--- config.mk ---
export PLATFORM = sky130hd
export DESIGN_NAME = smb_ctrl
export DESIGN_NICKNAME = d
export VERILOG_FILES = /design/src/verilog/smb_pkg.sv /design/src/verilog/smb_ctrl.sv /design/src/verilog/smb_sync.sv /design/src/verilog/smb_tick.sv
export VERILOG_INCLUDE_DIRS = /design/src /design/src/verilog
export SDC_FILE = /design/constraint.sdc
export NUM_CORES = 1
export LEC_CHECK = 0
export ABC_AREA = 1
export BUFFER_PORTS_ARGS = -buffer_cell sky130_fd_sc_hd__buf_2
export CORE_UTILIZATION = 25
export CTS_CLUSTER_DIAMETER = 30
export DETAILED_ROUTE_END_ITERATION = 12
export GPL_ROUTABILITY_DRIVEN = 0
export SLEW_MARGIN = 0
export SYNTH_ARGS = -nofsm -noshare
export SYNTH_HDL_FRONTEND = slang
export SYNTH_HIERARCHICAL = 1
export SYNTH_SLANG_ARGS = --single-unit
--- constraint.sdc ---
create_clock -name i_clk_sys -period 1.76 [get_ports i_clk_sys]
set_input_delay 0.088 -clock i_clk_sys [delete_from_list [all_inputs] [get_ports i_clk_sys]]
set_output_delay 0.088 -clock i_clk_sys [all_outputs]
set_load 0.01 [all_outputs]
--- src/verilog/smb_cfg.svh ---
// Purpose: Timing counts and field codes for the two-wire bus controller.
// Assumes: System clock of 10 MHz.
// Notes: Counts are in system clocks unless named as ticks of the bit clock.
`ifndef SMB_CFG_SVH
`define SMB_CFG_SVH
`define SMB_SYS_CLK_HZ 10000000
`define SMB_RATE_DIV 20
`define SMB_MIN_PHASE_CYC (5'(`SMB_RATE_DIV / 2))
`define SMB_HOLD_CYC 4'h3
`define SMB_HOLD_EXT_CYC 4'hC
`define SMB_SETUP_CYC 4'h1
`define SMB_SETUP_EXT_CYC 4'hB
`define SMB_LOW_TICKS 2'h1
`define SMB_HIGH_TICKS 2'h2
`define SMB_FREE_TICKS 4'hA
`define SMB_ACK_BIT 4'h8
`define SMB_BIT_DONE 4'h9
`define SMB_SEL_T0 2'h0
`define SMB_SEL_T1 2'h1
`define SMB_SEL_T2H 2'h2
`define SMB_SEL_T2L 2'h3
`endif

--- src/verilog/smb_pkg.sv ---
// Purpose: Types shared by the two-wire bus controller.
// Assumes: Nothing.
// Notes: Timing counts live in smb_cfg.svh.
package smb_pkg;
	typedef enum logic [2:0] {
		SMB_M_IDLE = 3'b000,
		SMB_M_START = 3'b001,
		SMB_M_LOW = 3'b010,
		SMB_M_HIGH = 3'b011,
		SMB_M_STOP1 = 3'b100,
		SMB_M_STOP2 = 3'b101
	} smb_mstate_t;
endpackage : smb_pkg

--- src/verilog/smb_ctrl.sv ---
// Purpose: Byte-oriented two-wire bus controller, master and slave, multi-master.
// Assumes: SCL and SDA are open-drain; the enable bits below come from software.
// Notes: Software reacts to o_si and releases the bus with i_si_clr.
`timescale 1ns/100ps
`default_nettype none
`include "smb_cfg.svh"
module smb_ctrl
	import smb_pkg::*;
(
	input wire logic i_clk_sys,
	input wire logic i_rst_n,
	input wire logic i_ce,
	input wire logic i_scl,
	input wire logic i_sda,
	output logic o_scl_o,
	output logic o_scl_oe_n,
	output logic o_sda_o,
	output logic o_sda_oe_n,
	input wire logic i_enable,
	input wire logic i_slave_inhibit,
	input wire logic i_ext_hold,
	input wire logic i_scl_to_en,
	input wire logic i_free_to_en,
	input wire logic [1:0] i_clk_sel,
	input wire logic [3:0] i_tmr_ovf,
	input wire logic i_hw_ack_en,
	input wire logic i_start_req,
	input wire logic i_stop_req,
	input wire logic [7:0] i_tx_data,
	input wire logic i_ack_out,
	input wire logic i_si_clr,
	output logic [7:0] o_rx_data,
	output logic o_ack_rcvd,
	output logic o_si,
	output logic o_master,
	output logic o_tx_mode,
	output logic o_busy,
	output logic o_arb_lost,
	output logic o_start_flag,
	output logic o_stop_flag,
	output logic o_tmr_reload
);
	logic scl_h, sda_h, tick, free_pulse;
	logic scl_d_ff, sda_d_ff;
	logic scl_rise, scl_fall, start_det, stop_det;
	smb_mstate_t m_state_ff;
	logic master_ff, m_scl_low_ff, m_sda_low_ff, arb_lost_ff;
	logic [4:0] m_cyc_ff;
	logic [1:0] m_tick_ff;
	logic [3:0] bit_cnt_ff, hold_ff, setup_ff;
	logic is_addr_ff, rw_ff, addressed_ff, inh_eff_ff;
	logic [7:0] rx_ff, tx_sh_ff;
	logic ack_rcvd_ff, drive_pend_ff, d_sda_low_ff, s_hold_ff;
	logic si_ff, start_flag_ff, stop_flag_ff, busy_ff, reload_ff, tx_mode_ff;
	logic scl_oe_n_ff, sda_oe_n_ff, zero_ff;
	logic txer, slave_on, part, drive_val, setup_ok, ph_ok, low_ok;
	logic arb_lose, start_done, byte_fall, ack_fall, slv_stop, si_set, drive_apply;

	smb_sync u_scl_sync (
		.i_clk_sys(i_clk_sys),
		.i_rst_n(i_rst_n),
		.i_ce(i_ce),
		.i_pin(i_scl),
		.o_level(scl_h)
	);
	smb_sync u_sda_sync (
		.i_clk_sys(i_clk_sys),
		.i_rst_n(i_rst_n),
		.i_ce(i_ce),
		.i_pin(i_sda),
		.o_level(sda_h)
	);
	smb_tick u_tick (
		.i_clk_sys(i_clk_sys),
		.i_rst_n(i_rst_n),
		.i_ce(i_ce),
		.i_ovf(i_tmr_ovf),
		.i_sel(i_clk_sel),
		.i_free_en(i_free_to_en & i_enable),
		.i_bus_high(scl_h & sda_h),
		.o_tick(tick),
		.o_free(free_pulse)
	);

	always_ff @(posedge i_clk_sys) begin
		if (!i_rst_n) begin
			scl_d_ff <= 1'b1;
			sda_d_ff <= 1'b1;
		end else if (i_ce) begin
			scl_d_ff <= scl_h;
			sda_d_ff <= sda_h;
		end
	end

	assign scl_rise = scl_h & ~scl_d_ff;
	assign scl_fall = ~scl_h & scl_d_ff;
	assign start_det = i_enable & scl_h & scl_d_ff & sda_d_ff & ~sda_h;
	assign stop_det = i_enable & scl_h & scl_d_ff & ~sda_d_ff & sda_h;

	// Address byte is sent by the master; data direction follows the address bit.
	assign txer = master_ff ? (is_addr_ff | ~rw_ff) : (~is_addr_ff & rw_ff & addressed_ff);
	assign slave_on = ~master_ff & ~inh_eff_ff & (is_addr_ff | addressed_ff);
	assign part = master_ff | slave_on;
	assign setup_ok = setup_ff >= (i_ext_hold ? `SMB_SETUP_EXT_CYC : `SMB_SETUP_CYC);
	assign ph_ok = m_cyc_ff >= `SMB_MIN_PHASE_CYC;
	assign low_ok = ph_ok & (m_tick_ff >= `SMB_LOW_TICKS) & ~si_ff & ~drive_pend_ff & setup_ok;
	assign arb_lose = scl_rise & master_ff & txer & (bit_cnt_ff < `SMB_ACK_BIT) & ~d_sda_low_ff
		& ~m_sda_low_ff & ~sda_h;
	assign start_done = (m_state_ff == SMB_M_START) & ph_ok & (m_tick_ff >= `SMB_LOW_TICKS);
	assign byte_fall = scl_fall & (bit_cnt_ff == `SMB_ACK_BIT) & ~txer & ~i_hw_ack_en;
	assign ack_fall = scl_fall & (bit_cnt_ff == `SMB_BIT_DONE) & (txer | i_hw_ack_en);
	assign slv_stop = stop_det & ~master_ff & addressed_ff & ~inh_eff_ff;
	assign si_set = start_done | ((byte_fall | ack_fall) & part) | slv_stop;
	assign drive_apply = drive_pend_ff & (hold_ff == 4'h0) & ~si_ff & ~si_set;

	always_comb begin
		drive_val = 1'b0;
		if (bit_cnt_ff < `SMB_ACK_BIT) begin
			drive_val = txer & ~tx_sh_ff[7];
		end else if (bit_cnt_ff == `SMB_ACK_BIT) begin
			drive_val = ~txer & part & i_ack_out;
		end
	end

	// Master clock generator; it also owns START and STOP shaping.
	always_ff @(posedge i_clk_sys) begin
		if (!i_rst_n || !i_enable) begin
			m_state_ff <= SMB_M_IDLE;
			master_ff <= 1'b0;
			m_scl_low_ff <= 1'b0;
			m_sda_low_ff <= 1'b0;
			m_cyc_ff <= 5'h00;
			m_tick_ff <= 2'h0;
		end else if (i_ce) begin
			if (m_cyc_ff != 5'h1F) begin
				m_cyc_ff <= m_cyc_ff + 5'h01;
			end
			if (tick && m_tick_ff != 2'h3) begin
				m_tick_ff <= m_tick_ff + 2'h1;
			end
			case (m_state_ff)
				SMB_M_IDLE: begin
					if (i_start_req && (!busy_ff || free_pulse)) begin
						m_state_ff <= SMB_M_START;
						m_sda_low_ff <= 1'b1;
						m_cyc_ff <= 5'h00;
						m_tick_ff <= 2'h0;
					end
				end
				SMB_M_START: begin
					if (start_done) begin
						m_state_ff <= SMB_M_LOW;
						master_ff <= 1'b1;
						m_scl_low_ff <= 1'b1;
						m_cyc_ff <= 5'h00;
						m_tick_ff <= 2'h0;
					end
				end
				SMB_M_LOW: begin
					if (drive_apply) begin
						m_sda_low_ff <= 1'b0;
					end
					if (low_ok) begin
						m_cyc_ff <= 5'h00;
						m_tick_ff <= 2'h0;
						if (i_stop_req && bit_cnt_ff == 4'h0 && !is_addr_ff) begin
							m_state_ff <= SMB_M_STOP1;
							m_sda_low_ff <= 1'b1;
						end else begin
							m_state_ff <= SMB_M_HIGH;
							m_scl_low_ff <= 1'b0;
						end
					end
				end
				SMB_M_HIGH: begin
					if (arb_lose) begin
						m_state_ff <= SMB_M_IDLE;
						master_ff <= 1'b0;
					end else if (!scl_h && scl_d_ff) begin
						// Another master pulled SCL low first: follow it.
						m_state_ff <= SMB_M_LOW;
						m_scl_low_ff <= 1'b1;
						m_cyc_ff <= 5'h00;
						m_tick_ff <= 2'h0;
					end else if (!scl_h) begin
						m_cyc_ff <= 5'h00;
						m_tick_ff <= 2'h0;
					end else if (ph_ok && m_tick_ff >= `SMB_HIGH_TICKS) begin
						m_state_ff <= SMB_M_LOW;
						m_scl_low_ff <= 1'b1;
						m_cyc_ff <= 5'h00;
						m_tick_ff <= 2'h0;
					end
				end
				SMB_M_STOP1: begin
					if (ph_ok) begin
						m_state_ff <= SMB_M_STOP2;
						m_scl_low_ff <= 1'b0;
						m_cyc_ff <= 5'h00;
						m_tick_ff <= 2'h0;
					end
				end
				SMB_M_STOP2: begin
					if (!scl_h) begin
						m_cyc_ff <= 5'h00;
						m_tick_ff <= 2'h0;
					end else if (ph_ok && m_tick_ff >= `SMB_LOW_TICKS) begin
						m_state_ff <= SMB_M_IDLE;
						m_sda_low_ff <= 1'b0;
						master_ff <= 1'b0;
					end
				end
				default: begin
					m_state_ff <= SMB_M_IDLE;
				end
			endcase
		end
	end

	// Bit engine, common to both roles, paced by the bus clock edges.
	always_ff @(posedge i_clk_sys) begin
		if (!i_rst_n || !i_enable) begin
			bit_cnt_ff <= 4'h0;
			is_addr_ff <= 1'b0;
			rw_ff <= 1'b0;
			addressed_ff <= 1'b0;
			inh_eff_ff <= 1'b0;
			rx_ff <= 8'h00;
			tx_sh_ff <= 8'hFF;
			ack_rcvd_ff <= 1'b0;
			hold_ff <= 4'h0;
			drive_pend_ff <= 1'b0;
			d_sda_low_ff <= 1'b0;
			setup_ff <= 4'h0;
		end else if (i_ce) begin
			if (setup_ff != 4'hF) begin
				setup_ff <= setup_ff + 4'h1;
			end
			if (start_det) begin
				bit_cnt_ff <= 4'h0;
				is_addr_ff <= 1'b1;
				addressed_ff <= 1'b0;
				inh_eff_ff <= i_slave_inhibit;
				drive_pend_ff <= 1'b0;
				d_sda_low_ff <= 1'b0;
			end else begin
				if (scl_rise) begin
					if (bit_cnt_ff < `SMB_ACK_BIT) begin
						rx_ff <= {rx_ff[6:0], sda_h};
						tx_sh_ff <= {tx_sh_ff[6:0], 1'b1};
						if (is_addr_ff && bit_cnt_ff == 4'h7) begin
							rw_ff <= sda_h;
						end
					end else begin
						ack_rcvd_ff <= ~sda_h;
						if (is_addr_ff && !master_ff && d_sda_low_ff) begin
							addressed_ff <= 1'b1;
						end
					end
					bit_cnt_ff <= bit_cnt_ff + 4'h1;
				end
				if (scl_fall) begin
					hold_ff <= i_ext_hold ? `SMB_HOLD_EXT_CYC : `SMB_HOLD_CYC;
					drive_pend_ff <= 1'b1;
					if (bit_cnt_ff == `SMB_BIT_DONE) begin
						bit_cnt_ff <= 4'h0;
						is_addr_ff <= 1'b0;
					end
				end else if (drive_pend_ff) begin
					if (hold_ff != 4'h0) begin
						hold_ff <= hold_ff - 4'h1;
					end
					if (drive_apply) begin
						d_sda_low_ff <= drive_val;
						drive_pend_ff <= 1'b0;
						setup_ff <= 4'h0;
					end
				end
			end
			if (arb_lose || m_state_ff == SMB_M_STOP1 || m_state_ff == SMB_M_STOP2) begin
				d_sda_low_ff <= 1'b0;
			end
			if (si_ff && i_si_clr) begin
				tx_sh_ff <= i_tx_data;
			end
		end
	end

	// Interrupt, status flags and the slave clock stretch. A set beats a clear.
	always_ff @(posedge i_clk_sys) begin
		if (!i_rst_n || !i_enable) begin
			si_ff <= 1'b0;
			start_flag_ff <= 1'b0;
			stop_flag_ff <= 1'b0;
			arb_lost_ff <= 1'b0;
			s_hold_ff <= 1'b0;
			busy_ff <= 1'b0;
			reload_ff <= 1'b0;
			tx_mode_ff <= 1'b0;
		end else if (i_ce) begin
			if (si_set) begin
				si_ff <= 1'b1;
			end else if (i_si_clr) begin
				si_ff <= 1'b0;
			end
			if (start_done) begin
				start_flag_ff <= 1'b1;
			end else if (i_si_clr) begin
				start_flag_ff <= 1'b0;
			end
			if (slv_stop) begin
				stop_flag_ff <= 1'b1;
			end else if (i_si_clr) begin
				stop_flag_ff <= 1'b0;
			end
			if (arb_lose) begin
				arb_lost_ff <= 1'b1;
			end else if (i_si_clr) begin
				arb_lost_ff <= 1'b0;
			end
			// A slave only ever holds SCL low while its byte interrupt is open.
			if (si_set && scl_fall && !master_ff) begin
				s_hold_ff <= 1'b1;
			end else if (i_si_clr) begin
				s_hold_ff <= 1'b0;
			end
			if (start_det || m_state_ff == SMB_M_START) begin
				busy_ff <= 1'b1;
			end else if (stop_det || free_pulse) begin
				busy_ff <= 1'b0;
			end
			reload_ff <= i_scl_to_en & scl_h;
			tx_mode_ff <= txer;
		end
	end

	always_ff @(posedge i_clk_sys) begin
		if (!i_rst_n || !i_enable) begin
			scl_oe_n_ff <= 1'b1;
			sda_oe_n_ff <= 1'b1;
			zero_ff <= 1'b0;
		end else if (i_ce) begin
			scl_oe_n_ff <= ~(m_scl_low_ff | s_hold_ff);
			sda_oe_n_ff <= ~(m_sda_low_ff | d_sda_low_ff);
			zero_ff <= 1'b0;
		end
	end

	assign o_scl_o = zero_ff;
	assign o_sda_o = zero_ff;
	assign o_scl_oe_n = scl_oe_n_ff;
	assign o_sda_oe_n = sda_oe_n_ff;
	assign o_rx_data = rx_ff;
	assign o_ack_rcvd = ack_rcvd_ff;
	assign o_si = si_ff;
	assign o_master = master_ff;
	assign o_tx_mode = tx_mode_ff;
	assign o_busy = busy_ff;
	assign o_arb_lost = arb_lost_ff;
	assign o_start_flag = start_flag_ff;
	assign o_stop_flag = stop_flag_ff;
	assign o_tmr_reload = reload_ff;
endmodule : smb_ctrl
`default_nettype wire

--- src/verilog/smb_sync.sv ---
// Purpose: Three-stage pin synchroniser with agreement filter.
// Assumes: Idle bus level is high.
// Notes: The level changes only when the second and third stages agree.
`timescale 1ns/100ps
`default_nettype none
module smb_sync (
	input wire logic i_clk_sys,
	input wire logic i_rst_n,
	input wire logic i_ce,
	input wire logic i_pin,
	output logic o_level
);
	logic s1_ff, s2_ff, s3_ff, level_ff;
	always_ff @(posedge i_clk_sys) begin
		if (!i_rst_n) begin
			s1_ff <= 1'b1;
			s2_ff <= 1'b1;
			s3_ff <= 1'b1;
			level_ff <= 1'b1;
		end else if (i_ce) begin
			s1_ff <= i_pin;
			s2_ff <= s1_ff;
			s3_ff <= s2_ff;
			if (s2_ff == s3_ff) begin
				level_ff <= s3_ff;
			end
		end
	end
	assign o_level = level_ff;
endmodule : smb_sync
`default_nettype wire

--- src/verilog/smb_tick.sv ---
// Purpose: Bit clock source select and bus-free timeout.
// Assumes: Timer overflow pulses are one system clock wide, same clock.
// Notes: The free pulse fires on the eleventh tick of an all-high bus.
`timescale 1ns/100ps
`default_nettype none
`include "smb_cfg.svh"
module smb_tick (
	input wire logic i_clk_sys,
	input wire logic i_rst_n,
	input wire logic i_ce,
	input wire logic [3:0] i_ovf,
	input wire logic [1:0] i_sel,
	input wire logic i_free_en,
	input wire logic i_bus_high,
	output logic o_tick,
	output logic o_free
);
	logic tick_ff, free_ff;
	logic [3:0] cnt_ff;
	always_ff @(posedge i_clk_sys) begin
		if (!i_rst_n) begin
			tick_ff <= 1'b0;
		end else if (i_ce) begin
			tick_ff <= i_ovf[i_sel];
		end
	end
	always_ff @(posedge i_clk_sys) begin
		if (!i_rst_n) begin
			cnt_ff <= 4'h0;
			free_ff <= 1'b0;
		end else if (i_ce) begin
			free_ff <= 1'b0;
			if (!i_free_en || !i_bus_high) begin
				cnt_ff <= 4'h0;
			end else if (tick_ff && cnt_ff <= `SMB_FREE_TICKS) begin
				cnt_ff <= cnt_ff + 4'h1;
				free_ff <= (cnt_ff == `SMB_FREE_TICKS);
			end
		end
	end
	assign o_tick = tick_ff;
	assign o_free = free_ff;
endmodule : smb_tick
`default_nettype wire
==> out/metrics.yaml, run 1 <==
synthesis:
  synthArstFlopShare_pct: 0
  post_synth.cell_area_avg_um2: 6.859
  yosysWarnings: 6
  ys_ff_latch: 74
  yosysSeqAreaShare_pct: 36.54
  synth_ff_type: "dfxtp_1"
  ys_top_cells_by_area: "dfxtp_1 (37%), nand2_1 (13%), nor2_1 (8.1%), inv_1 (5.6%), a21oi_1 (5.3%)"
  synth_area_leader_cell: "dfxtp_1"
  syn_area_um2: 4054
  postSynthCellCount: 591
  synth_edf_count: 0
  post_synth_num_cell_types: 47
  synth.top_cell.area_share_pct: 36.54
placement:
  dp_cells: 867
  hpwlAfterDp_um: 7434
  portBuffers: 47
  placed_area_um2: 4683
pwr:
  p_leak_nw: 2.353
  switching_share_pct: 24.99
  p_comb_share_pct: 11.1
  p_sw_w: 0.0009652
  p_seq_share_pct: 45.2
  power.share.clock_pct: 43.6
  max-vdd-ir-drop_mv: 0.5166
  p_per_area_nw_per_um2: 749.7
  intPower_w: 0.002897
layout:
  multi_input_comb_area_um2: 2330
  final_nets: 713
  syn2layout_area_growth_pct: 27.07
  drive_gt1_share_pct: 24.07
  num_antenna_cells: 0
  fill_cells: 1777
  finalNonFillerCells: 889
  seqCellArea_um2: 1495
  final_design_area_no_fill_um2: 5151
setup_path:
  reg2reg_to: "m_cyc_ff[0]"
  cp_common_cell: "nor2_4"
  worst-setup-path-type: "register to register"
  crit_family: "simple AND/OR/NAND/NOR gates"
  timing.rr.start: "m_tick_ff[0]"
  cp-end-kind: "register"
  path_cells: "inv_1, ha_1, inv_1, nand2_2, nor2_4, nor2_4, nor2_4, nand2_4, o21ai_4, nor2_1"
  cpMaxStageDelayCell: "dfxtp_1"
  reg2reg_slack_ns: 0.06
  path_buf_inv: 2
  crit_arrival_ns: 1.92
  critPathLaunch: "m_tick_ff[0]"
  cp_max_fo: 5
  cp-start-kind: "register"
  cp_data_required_time_ns: 1.98
  critical_path_depth: 10
  worstSetupEndpoint: "m_cyc_ff[0]"
  slowest_delay_ns: 0.37
  rr_worst_depth: 10
clock_network:
  clk_latency_ns: 0.34
  h-tree-depth: 3
  cts_tree: "done"
  clockRootBuffer: "clkbuf_16"
  numCtsBuffers: 9
  clkSinkCount: 74
  cts.path.max_buffers: 2
  clkTransAtPathRegs_ns: 0.05
floorplan:
  die_w_um: 129.3
  core_area_um2: 15890
  die_area_um2: 16730
  fp-row-count: 46
  io_pins: 50
  dieHeight_um: 129.3
  initial_core_util_pct: 25.52
min_path:
  holdCritStartpoint: "i_slave_inhibit"
  hold_class: "input pin to register"
route:
  ant_nets: 0
  via_per_inst: 4.427
  drtIter0Drc: 257
  first_pass_iters: 4
  wl_per_cell_um: 11.12
  drc: 0
  dr_total_vias: 3936
  wirelength_um: 9890
timing:
  min_period_over_period_pct: 96.46
  layout_min_cycle_time_ns: 1.698
  timing.final.hold_violations: 0
  drv_slew: 0
  fmax_ghz: 0.5891
  rsz0062_at_grt: "true"
  clock_skew_ns: 0.005525
  setup_viol: 0
grt:
  grt_pass1_wl_um: 16600
  grt_pass1_vias: 3629
  grt.total_usage_pct: 12.68
  grt-ovfl-total: 0
  antenna_found_initial: 0
  grt_max_degree: 18
outcome:
  run_status: "completed"
run:
  drv_cap: 0
-- metal layers --
layer / share of wire [%] / vias to the layer above / track usage, %
met4: 1.5 / 0 / 4.152
met5: 0 / - / 0
met3: 4.2 / 12 / 4.005
met2: 45 / 67 / 19.73
met1: 49 / 1777 / 16.54
li1: - / 2080 / -
-- tightest hold or removal path: cells and delay by family --
kind | cells | cell delay, ns
AO/OA/AOI/OAI | 2 | 0.18
buffers and inverters | 1 | 0.07
-- metrics by stage --
stage	hold slack, ns	setup WS [ns]	power, W	util, %	TNS, ns
4_1_cts	0.02628	0.01535	0.003902	31.44	0
5_1_grt	0.07998	-0.06255	0.004052	32.43	-0.2560
6_report	0.04099	0.06237	0.003862	32.43	0
3_3_place_gp	0.2997	0.07655	0.002177	29.48	0
3_5_place_dp	0.2995	0.04120	0.002178	29.48	0
2_1_floorplan	0.1616	0.1657	0.002041	-	0
-- final cells by class --
type                            count  share of cell area, %
Clock inverter                      3                 0.2915
Multi-Input combinational cell    432                  45.23
Inverter                           72                  5.417
Clock buffer                       12                  4.979
Timing Repair Buffer               80                  9.813
Sequential cell                    74                  29.03
Tap cell                          216                  5.247
-- logic make-up after synthesis --
group	after synthesis	share of synthesized area (%)
adder cells (fa/ha/maj)	15	4.630
other	1	0.09250
XOR/XNOR	5	1.080
flip-flops	74	36.54
multiplexers	2	0.5555
AND/OR/NAND/NOR	310	33.80
AO/OA/AOI/OAI	98	14.26
buffers and inverters	86	9.043
-- cell usage in the layout (no fill, tap or decap), types with 4 or more instances in the layout --
cell type,synthesis,final
nand2_1,137,129
nor2_1,88,81
dfxtp_1,74,65
inv_1,60,56
buf_2,2,47
a21oi_1,43,43
nand3_1,42,42
buf_4,4,28
o21ai_0,25,25
nand2_2,9,16
ha_1,15,11
inv_2,6,10
nand4_1,9,9
clkbuf_16,0,9
dfxtp_2,0,8
nor2_2,2,6
nor3_1,7,6
nor2_4,2,5
nand2_4,3,4
xor2_1,4,4
clkinv_2,1,4
a31oi_1,4,4
o211ai_1,4,4
ha_4,0,4
dlygate4sd3_1,0,4
-- worst min-delay path by stage --
stage                     depth (start not counted)  slack (ns)                  to
final                                             3        0.04          inh_eff_ff
after global routing                              3        0.08          hold_ff[2]
after CTS                                         3        0.03          inh_eff_ff
after detailed placement                          3        0.30    u_scl_sync/s1_ff
after global placement                            3        0.30    u_scl_sync/s1_ff
after floorplan                                   1        0.16  u_scl_sync/o_level
-- cell usage after synthesis (4+ instances only) --
master	instances
a21oi_1	43
a31oi_1	4
buf_4	4
clkbuf_1	5
dfxtp_1	74
ha_1	15
inv_1	60
inv_2	6
nand2_1	137
nand2_2	9
nand3_1	42
nand4_1	9
nor2_1	88
nor3_1	7
o211ai_1	4
o21ai_0	25
o311ai_0	5
xor2_1	4
-- registers in the layout (all words and copies together) (netlist names), 2 cells and up --
name	count
m_state_ff	3
m_tick_ff	2
setup_ff	4
tx_sh_ff	8
m_cyc_ff	5
bit_cnt_ff	4
hold_ff	4
o_rx_data	8
u_tick/cnt_ff	4
-- what timing repair did --
| item | CTS | global route |
|---|---|---|
| setup endpoints to repair | 0 | 22 |
| setup buffers | 0 | 3 |
| gates resized for setup | 0 | 44 |
| endpoints found under the hold margin | 4 | 0 |
| hold buffers | 4 | 0 |
-- power groups by stage --
| stage | registers [W] | clock network [W] | logic, W |
|---|---|---|---|
| detailed placement | 0.00178 | 0 | 0.000396 |
| global placement | 0.00178 | 0 | 0.000396 |
| floorplan | 0.00178 | 0 | 0.000260 |
| global route | 0.00175 | 0.00181 | 0.000488 |
| CTS | 0.00175 | 0.00175 | 0.000404 |
| finish | 0.00175 | 0.00169 | 0.000429 |
Power figures use the tool's default switching activity.
==> run 2: changes to the inputs <==
--- a/config.mk
+++ b/config.mk
@@ -9,6 +9,7 @@
 export ABC_AREA = 1
 export BUFFER_PORTS_ARGS = -buffer_cell sky130_fd_sc_hd__buf_2
 export CORE_UTILIZATION = 25
+export CTS_BUF_LIST = sky130_fd_sc_hd__clkbuf_8
 export CTS_CLUSTER_DIAMETER = 30
 export DETAILED_ROUTE_END_ITERATION = 12
 export GPL_ROUTABILITY_DRIVEN = 0
==> out/metrics.yaml, run 2 (synthesized netlist as in run 1, its figures left out) <==
grt:
  grt-ovfl-total: 0  # unchanged
  grt_pass1_vias: 3644  # +0.41%
  grt_max_degree: 18  # unchanged
  grt.total_usage_pct: 12.69  # about the same
  grt_pass1_wl_um: 16620  # +0.13%
  antenna_found_initial: 0  # unchanged
pwr:
  intPower_w: 0.002448  # -15%
  p_seq_share_pct: 51.8  # +6.6 points
  p_per_area_nw_per_um2: 665.3  # -11%
  p_sw_w: 0.0009164  # -5.1%
  p_comb_share_pct: 12.8  # +1.7 points
  p_leak_nw: 2.316  # -1.6%
  switching_share_pct: 27.24  # +2.2 points
  max-vdd-ir-drop_mv: 0.4703  # -9.0%
  power.share.clock_pct: 35.4  # -8.2 points
setup_path:
  cp-start-kind: "register"
  cp_data_required_time_ns: 2.01  # +0.03 ns
  critPathLaunch: "m_cyc_ff[0]"
  reg2reg_to: "m_tick_ff[0]"
  timing.rr.start: "m_cyc_ff[0]"
  cpMaxStageDelayCell: "dfxtp_2"
  worst-setup-path-type: "register to register"
  path_cells: "inv_2, ha_4, nor2_1, nand2_1, nand2_1, nand2_2, nand2_2, nor2_4, nor2_4, nor2_4, nand2_4, o21ai_4, nor2_1"
  slowest_delay_ns: 0.32  # -0.05 ns
  crit_family: "simple AND/OR/NAND/NOR gates"
  crit_arrival_ns: 1.94  # +0.02 ns
  reg2reg_slack_ns: 0.07  # about the same
  cp-end-kind: "register"
  path_buf_inv: 1  # -1
  cp_common_cell: "nor2_4"
  cp_max_fo: 6  # +1
  rr_worst_depth: 13  # +3
floorplan:
  fp-row-count: 46  # unchanged
  io_pins: 50  # unchanged
  core_area_um2: 15890  # unchanged
  die_area_um2: 16730  # unchanged
  initial_core_util_pct: 25.52  # unchanged
  die_w_um: 129.3  # unchanged
  dieHeight_um: 129.3  # unchanged
timing:
  min_period_over_period_pct: 96.19  # -0.27 points
  postLayoutSetupSlackWorst_ns: 0.06707  # +0.004698 ns
  clock_skew_ns: 0.009488  # +0.003963 ns
  rsz0062_at_grt: "true"
  hold_ws_ns: 0.03635  # -0.004639 ns
  fmax_ghz: 0.5907  # +0.28%
  layout_min_cycle_time_ns: 1.693  # -0.004698 ns
  setup_viol: 0  # unchanged
  drv_slew: 0  # unchanged
  timing.final.hold_violations: 0  # unchanged
  tns_ns: 0  # unchanged
clock_network:
  clkTransAtPathRegs_ns: 0.07  # +0.02 ns
  cts_tree: "done"
  clk_latency_ns: 0.36  # +0.02 ns
  h-tree-depth: 3  # unchanged
  cts.path.max_buffers: 2  # unchanged
  clkSinkCount: 74  # unchanged
  clockRootBuffer: "clkbuf_8"
  numCtsBuffers: 9  # unchanged
layout:
  layout_common_cells: "nand2_1 (130), nor2_1 (81), dfxtp_1 (65)"
  syn2layout_area_growth_pct: 24.75
  mostFrequentLayoutCell: "nand2_1"
  drive_gt1_share_pct: 23.89  # -0.18 points
  num_antenna_cells: 0  # unchanged
  final_nets: 714  # +0.14%
  fill_cells: 1788  # +0.62%
route:
  via_per_inst: 4.411  # -0.37%
  dr_total_vias: 3926  # -0.25%
  drtIter0Drc: 250  # -2.7%
  wirelength_um: 9912  # +0.22%
  ant_nets: 0  # unchanged
  drc: 0  # unchanged
  wl_per_cell_um: 11.14  # +0.11%
  first_pass_iters: 5  # +1
min_path:
  min_to: "hold_ff[3]"
  hold_class: "input pin to register"
  holdCritStartpoint: "i_ext_hold"
  whs_path_depth: 3  # unchanged
placement:
  portBuffers: 47  # unchanged
  hpwlAfterDp_um: 7434  # unchanged
  post-place-ws_ns: 0.04120  # unchanged
run:
  drv_cap: 0  # unchanged
outcome:
  run_status: "completed"
[run 2: final cells by class]
class	count	area (µm²)	area share [%]
Multi-Input combinational cell	432	2327	46.02
Clock inverter	4	18.77	0.3711
Clock buffer	11	151.4	2.994
Sequential cell	74	1495	29.56
Tap cell	216	270.3	5.344
Inverter	72	279.0	5.517
Timing Repair Buffer	81	515.5	10.19
[run 2: what timing repair did]
action,4_1_cts,5_1_grt
hold endpoints to repair,5,0
endpoints found under the setup margin,0,22
resized for setup,0,43
buffers inserted,0,3
hold buffers,5,0
[run 2: routing by layer]
layer	track usage, %	vias up	share of wire (%)
met1	16.52	1749	49
li1	-	2085	-
met3	3.592	13	4.6
met5	0	-	0
met2	19.86	79	45
met4	4.706	0	1.6
[run 2: worst max-delay path by stage]
| stage | to | slack, ns | cells after the start |
|---|---|---|---|
| global route | m_cyc_ff[0] | -0.07 | 12 |
| finish | m_tick_ff[0] | 0.07 | 13 |
| detailed placement | m_cyc_ff[1] | 0.04 | 12 |
| global placement | m_cyc_ff[0] | 0.08 | 12 |
| CTS | tx_sh_ff[1] | 0.01 | 8 |
| floorplan | m_cyc_ff[0] | 0.17 | 12 |
[run 2: worst reg2reg max path, stage by stage, from the launching register on]
cell     delay [ns]
dfxtp_2        0.32
inv_2          0.06
ha_4           0.12
nor2_1         0.03
nand2_1        0.05
nand2_1        0.06
nand2_2        0.13
nand2_2        0.09
nor2_4         0.16
nor2_4         0.06
nor2_4         0.16
nand2_4        0.08
o21ai_4        0.20
nor2_1         0.06
[run 2: stage by stage]
step                      cell area (µm²)  utilization (%)  power [W]  cells
after floorplan                      4058                -   0.002041    592
after global placement               4683            29.48   0.002177    867
after detailed placement             4683            29.48   0.002178    867
after CTS                            4903            30.87   0.003399    887
after global routing                 5057            31.84   0.003553    890
final                                5057            31.84   0.003365    890
[run 2: power groups by stage]
stage | Combinational [W] | Clock [W] | Sequential [W]
floorplan | 0.000260 | 0 | 0.00178
global placement | 0.000396 | 0 | 0.00178
detailed placement | 0.000396 | 0 | 0.00178
CTS | 0.000405 | 0.00125 | 0.00174
global route | 0.000489 | 0.00131 | 0.00175
finish | 0.000430 | 0.00119 | 0.00174
==> run 3: changes to the inputs <==
--- a/config.mk
+++ b/config.mk
@@ -6,7 +6,6 @@
 export SDC_FILE = /design/constraint.sdc
 export NUM_CORES = 1
 export LEC_CHECK = 0
-export ABC_AREA = 1
 export BUFFER_PORTS_ARGS = -buffer_cell sky130_fd_sc_hd__buf_2
 export CORE_UTILIZATION = 25
 export CTS_BUF_LIST = sky130_fd_sc_hd__clkbuf_8
==> out/metrics.yaml, run 3 <==
timing:
  drv_slew: 0  # unchanged
  postLayoutSetupSlackWorst_ns: -0.1451  # -0.2121 ns
  timing.final.hold_violations: 0  # unchanged
  min_period_over_period_pct: 108.2  # +12 points
  max-slew-margin-rel_pct: 63.87
  rsz0062_at_grt: "true"
  tns_ns: -0.8129  # -0.8129 ns
  clock_skew_ns: 0.01143  # +0.001942 ns
  worst_slew_pin_slew_ns: 0.5420
  layout_min_cycle_time_ns: 1.905  # +0.2121 ns
  setup_viol: 17  # +17
  fmax_ghz: 0.5249  # -11%
layout:
  mostFrequentLayoutCell: "buf_4"
  syn2layout_area_growth_pct: 40.06
  layout_common_cells: "buf_4 (88), nand2_1 (76), dfxtp_1 (69)"
  num_antenna_cells: 0  # unchanged
  fill_cells: 1586  # -11%
  multi_input_comb_area_um2: 2495  # +7.2%
  final_nets: 654  # -8.4%
  seqCellArea_um2: 1490  # -0.33%
  finalNonFillerCells: 826  # -7.2%
  drive_gt1_share_pct: 32.85  # +9.0 points
grt:
  grt-ovfl-total: 0  # unchanged
  grt_max_degree: 22  # +4
  grt_pass1_wl_um: 17800  # +7.1%
  grt_pass1_vias: 3713  # +1.9%
  antenna_found_initial: 0  # unchanged
  grt.total_usage_pct: 13.74  # +1.1 points
setup_path:
  cpMaxStageDelayCell: "or4_1"
  crit_family: "simple AND/OR/NAND/NOR gates"
  path_buf_inv: 1  # unchanged
  path_cells: "inv_1, ha_2, nor3_4, a21bo_2, nand3_2, or4_1, o211a_1"
  crit_arrival_ns: 2.17  # +0.23 ns
  cp-start-kind: "register"
  slowest_delay_ns: 0.53  # +0.21 ns
  cp-end-kind: "register"
  worst-setup-path-type: "register to register"
  cp_max_fo: 4  # -2
  cp_data_required_time_ns: 2.02  # about the same
synthesis:
  synth_area_leader_cell: "dfxtp_1"
  yosysWarnings: 6  # unchanged
  synthArstFlopShare_pct: 0  # unchanged
  yosys-top-cells-count: "nand2_1 (79), dfxtp_1 (74), nor2_1 (36), nand3_1 (35), a21oi_1 (34)"
  syn_area_um2: 3916  # -3.4%
  yosysMostFrequentCell: "nand2_1"
  ys_ff_latch: 74  # unchanged
  yosysSeqAreaShare_pct: 37.83  # +1.3 points
  post_synth.cell_area_avg_um2: 8.091  # +18%
  synth.top_cell.area_share_pct: 37.83  # +1.3 points
  post_synth_num_cell_types: 68  # +45%
  synth_ff_type: "dfxtp_1"
  synth_edf_count: 0  # unchanged
  ys_top_cells_by_area: "dfxtp_1 (38%), nand2_1 (7.6%), ha_1 (4.8%), nand3_1 (4.5%), a21oi_1 (4.3%)"
  postSynthCellCount: 484  # -18%
clock_network:
  clkTransAtPathRegs_ns: 0.08  # about the same
  clkSinkCount: 74  # unchanged
  numCtsBuffers: 9  # unchanged
  clockRootBuffer: "clkbuf_8"
  cts.path.max_buffers: 2  # unchanged
  cts_tree: "done"
  clk_latency_ns: 0.36  # about the same
  h-tree-depth: 3  # unchanged
floorplan:
  io_pins: 50  # unchanged
  initial_core_util_pct: 25.67  # +0.15 points
  core_area_um2: 15260  # -3.9%
  fp-row-count: 45  # -2.2%
  die_w_um: 127.2  # -1.7%
  die_area_um2: 16170  # -3.3%
  dieHeight_um: 127.2  # -1.7%
route:
  ant_nets: 0  # unchanged
  drc: 0  # unchanged
  via_per_inst: 4.742  # +7.5%
  first_pass_iters: 4  # -1
  wl_per_cell_um: 12.91  # +16%
  wirelength_um: 10670  # +7.6%
  drtIter0Drc: 182  # -27%
  dr_total_vias: 3917  # -0.23%
run:
  drv_cap: 0  # unchanged
pwr:
  max-vdd-ir-drop_mv: 0.2983  # -37%
  p_leak_nw: 2.262  # -2.4%
  power_w: 0.003533  # +5.0%
  p_per_area_nw_per_um2: 644.1  # -3.2%
placement:
  hpwlAfterDp_um: 7991  # +7.5%
  dp_cells: 795  # -8.3%
  post-place-ws_ns: -0.3373  # -0.3784 ns
  portBuffers: 47  # unchanged
outcome:
  violations: "setup timing"
  run_status: "complete, but fails checks"
min_path:
  hold_class: "input pin to register"
## run 3: cell types whose count changed in the layout (fill, tap and decap cells not counted), moves of 5 or more
| cell | delta |
|---|---|
| a21oi_1 | -10 |
| inv_2 | -9 |
| nor2_1 | -47 |
| nor2_2 | -5 |
| nor2b_1 | +6 |
| and2_1 | +5 |
| nand2_2 | -12 |
| nand2b_1 | +9 |
| inv_1 | -47 |
| nand3_1 | -10 |
| mux2i_1 | +14 |
| nand2_1 | -54 |
| buf_4 | +60 |
## run 3: repair_timing
action / 4_1_cts / 5_1_grt
resized for setup: 23 / 21
hold endpoints to repair: 4 / 0
setup buffers: 10 / 2
pin swaps: 24 / 17
hold buffers: 4 / 0
setup endpoints to repair: 23 / 28
## run 3: per-layer routing
layer,wire (µm),up-vias,GRT usage (%)
li1,-,1976,-
met1,5037,1862,17.93
met2,5053,65,22.40
met3,397,14,2.429
met4,179,0,5.672
met5,0,-,0
## run 3: final timing paths
path	cells past startpoint	from	slack [ns]	to
max	7	m_tick_ff[0]	-0.15	m_scl_low_ff
max reg2reg	7	m_tick_ff[0]	-0.15	m_scl_low_ff
min reg2reg	2	o_rx_data[7]	0.46	o_rx_data[7]
min	5	i_tx_data[0]	0.04	tx_sh_ff[0]
## run 3: tightest hold or removal path, delay by kind of cell
family	cells	cell delay, ns
buffers and inverters	1	0.07
AND/OR/NAND/NOR	3	0.14
AO/OA/AOI/OAI	1	0.07
## run 3: kinds of logic (layout without fill, tap and decap cells)
logic type / after synthesis / count (layout) / share of synthesized area (%)
buffers and inverters: 38 / 168 / 3.993
multiplexers: 15 / 15 / 4.153
XOR/XNOR: 7 / 7 / 1.566
AO/OA/AOI/OAI: 111 / 111 / 18.34
other: 1 / 2 / 0.09575
AND/OR/NAND/NOR: 223 / 223 / 29.23
flip-flops: 74 / 74 / 37.83
adder cells (fa/ha/maj): 15 / 15 / 4.792
## run 3: area by class of cell
class                      instances  share of cell area [%]
clock inverter                     5                   1.414
timing repair buffer             142                   17.68
clock buffer                      11                   2.760
multi-input combinational        373                   45.48
sequential                        74                   27.17
tap                              211                   4.813
inverter                          10                  0.6843
## run 3: per-stage QoR
stage | hold WS, ns | area (µm²) | utilization [%]
finish | 0.03621 | 5485 | 35.95
global route | 0.07333 | 5485 | 35.95
CTS | 0.03338 | 5385 | 35.29
detailed placement | 0.3098 | 4915 | 32.21
global placement | 0.3080 | 4915 | 32.21
floorplan | 0.1499 | 3934 | -
## run 3: report_power, final
group / total [W] / switching [W] / internal [W]
combinational: 0.000308 / 0.000161 / 0.000147
clock: 0.00153 / 0.000654 / 0.000871
sequential: 0.00170 / 0.0000129 / 0.00169
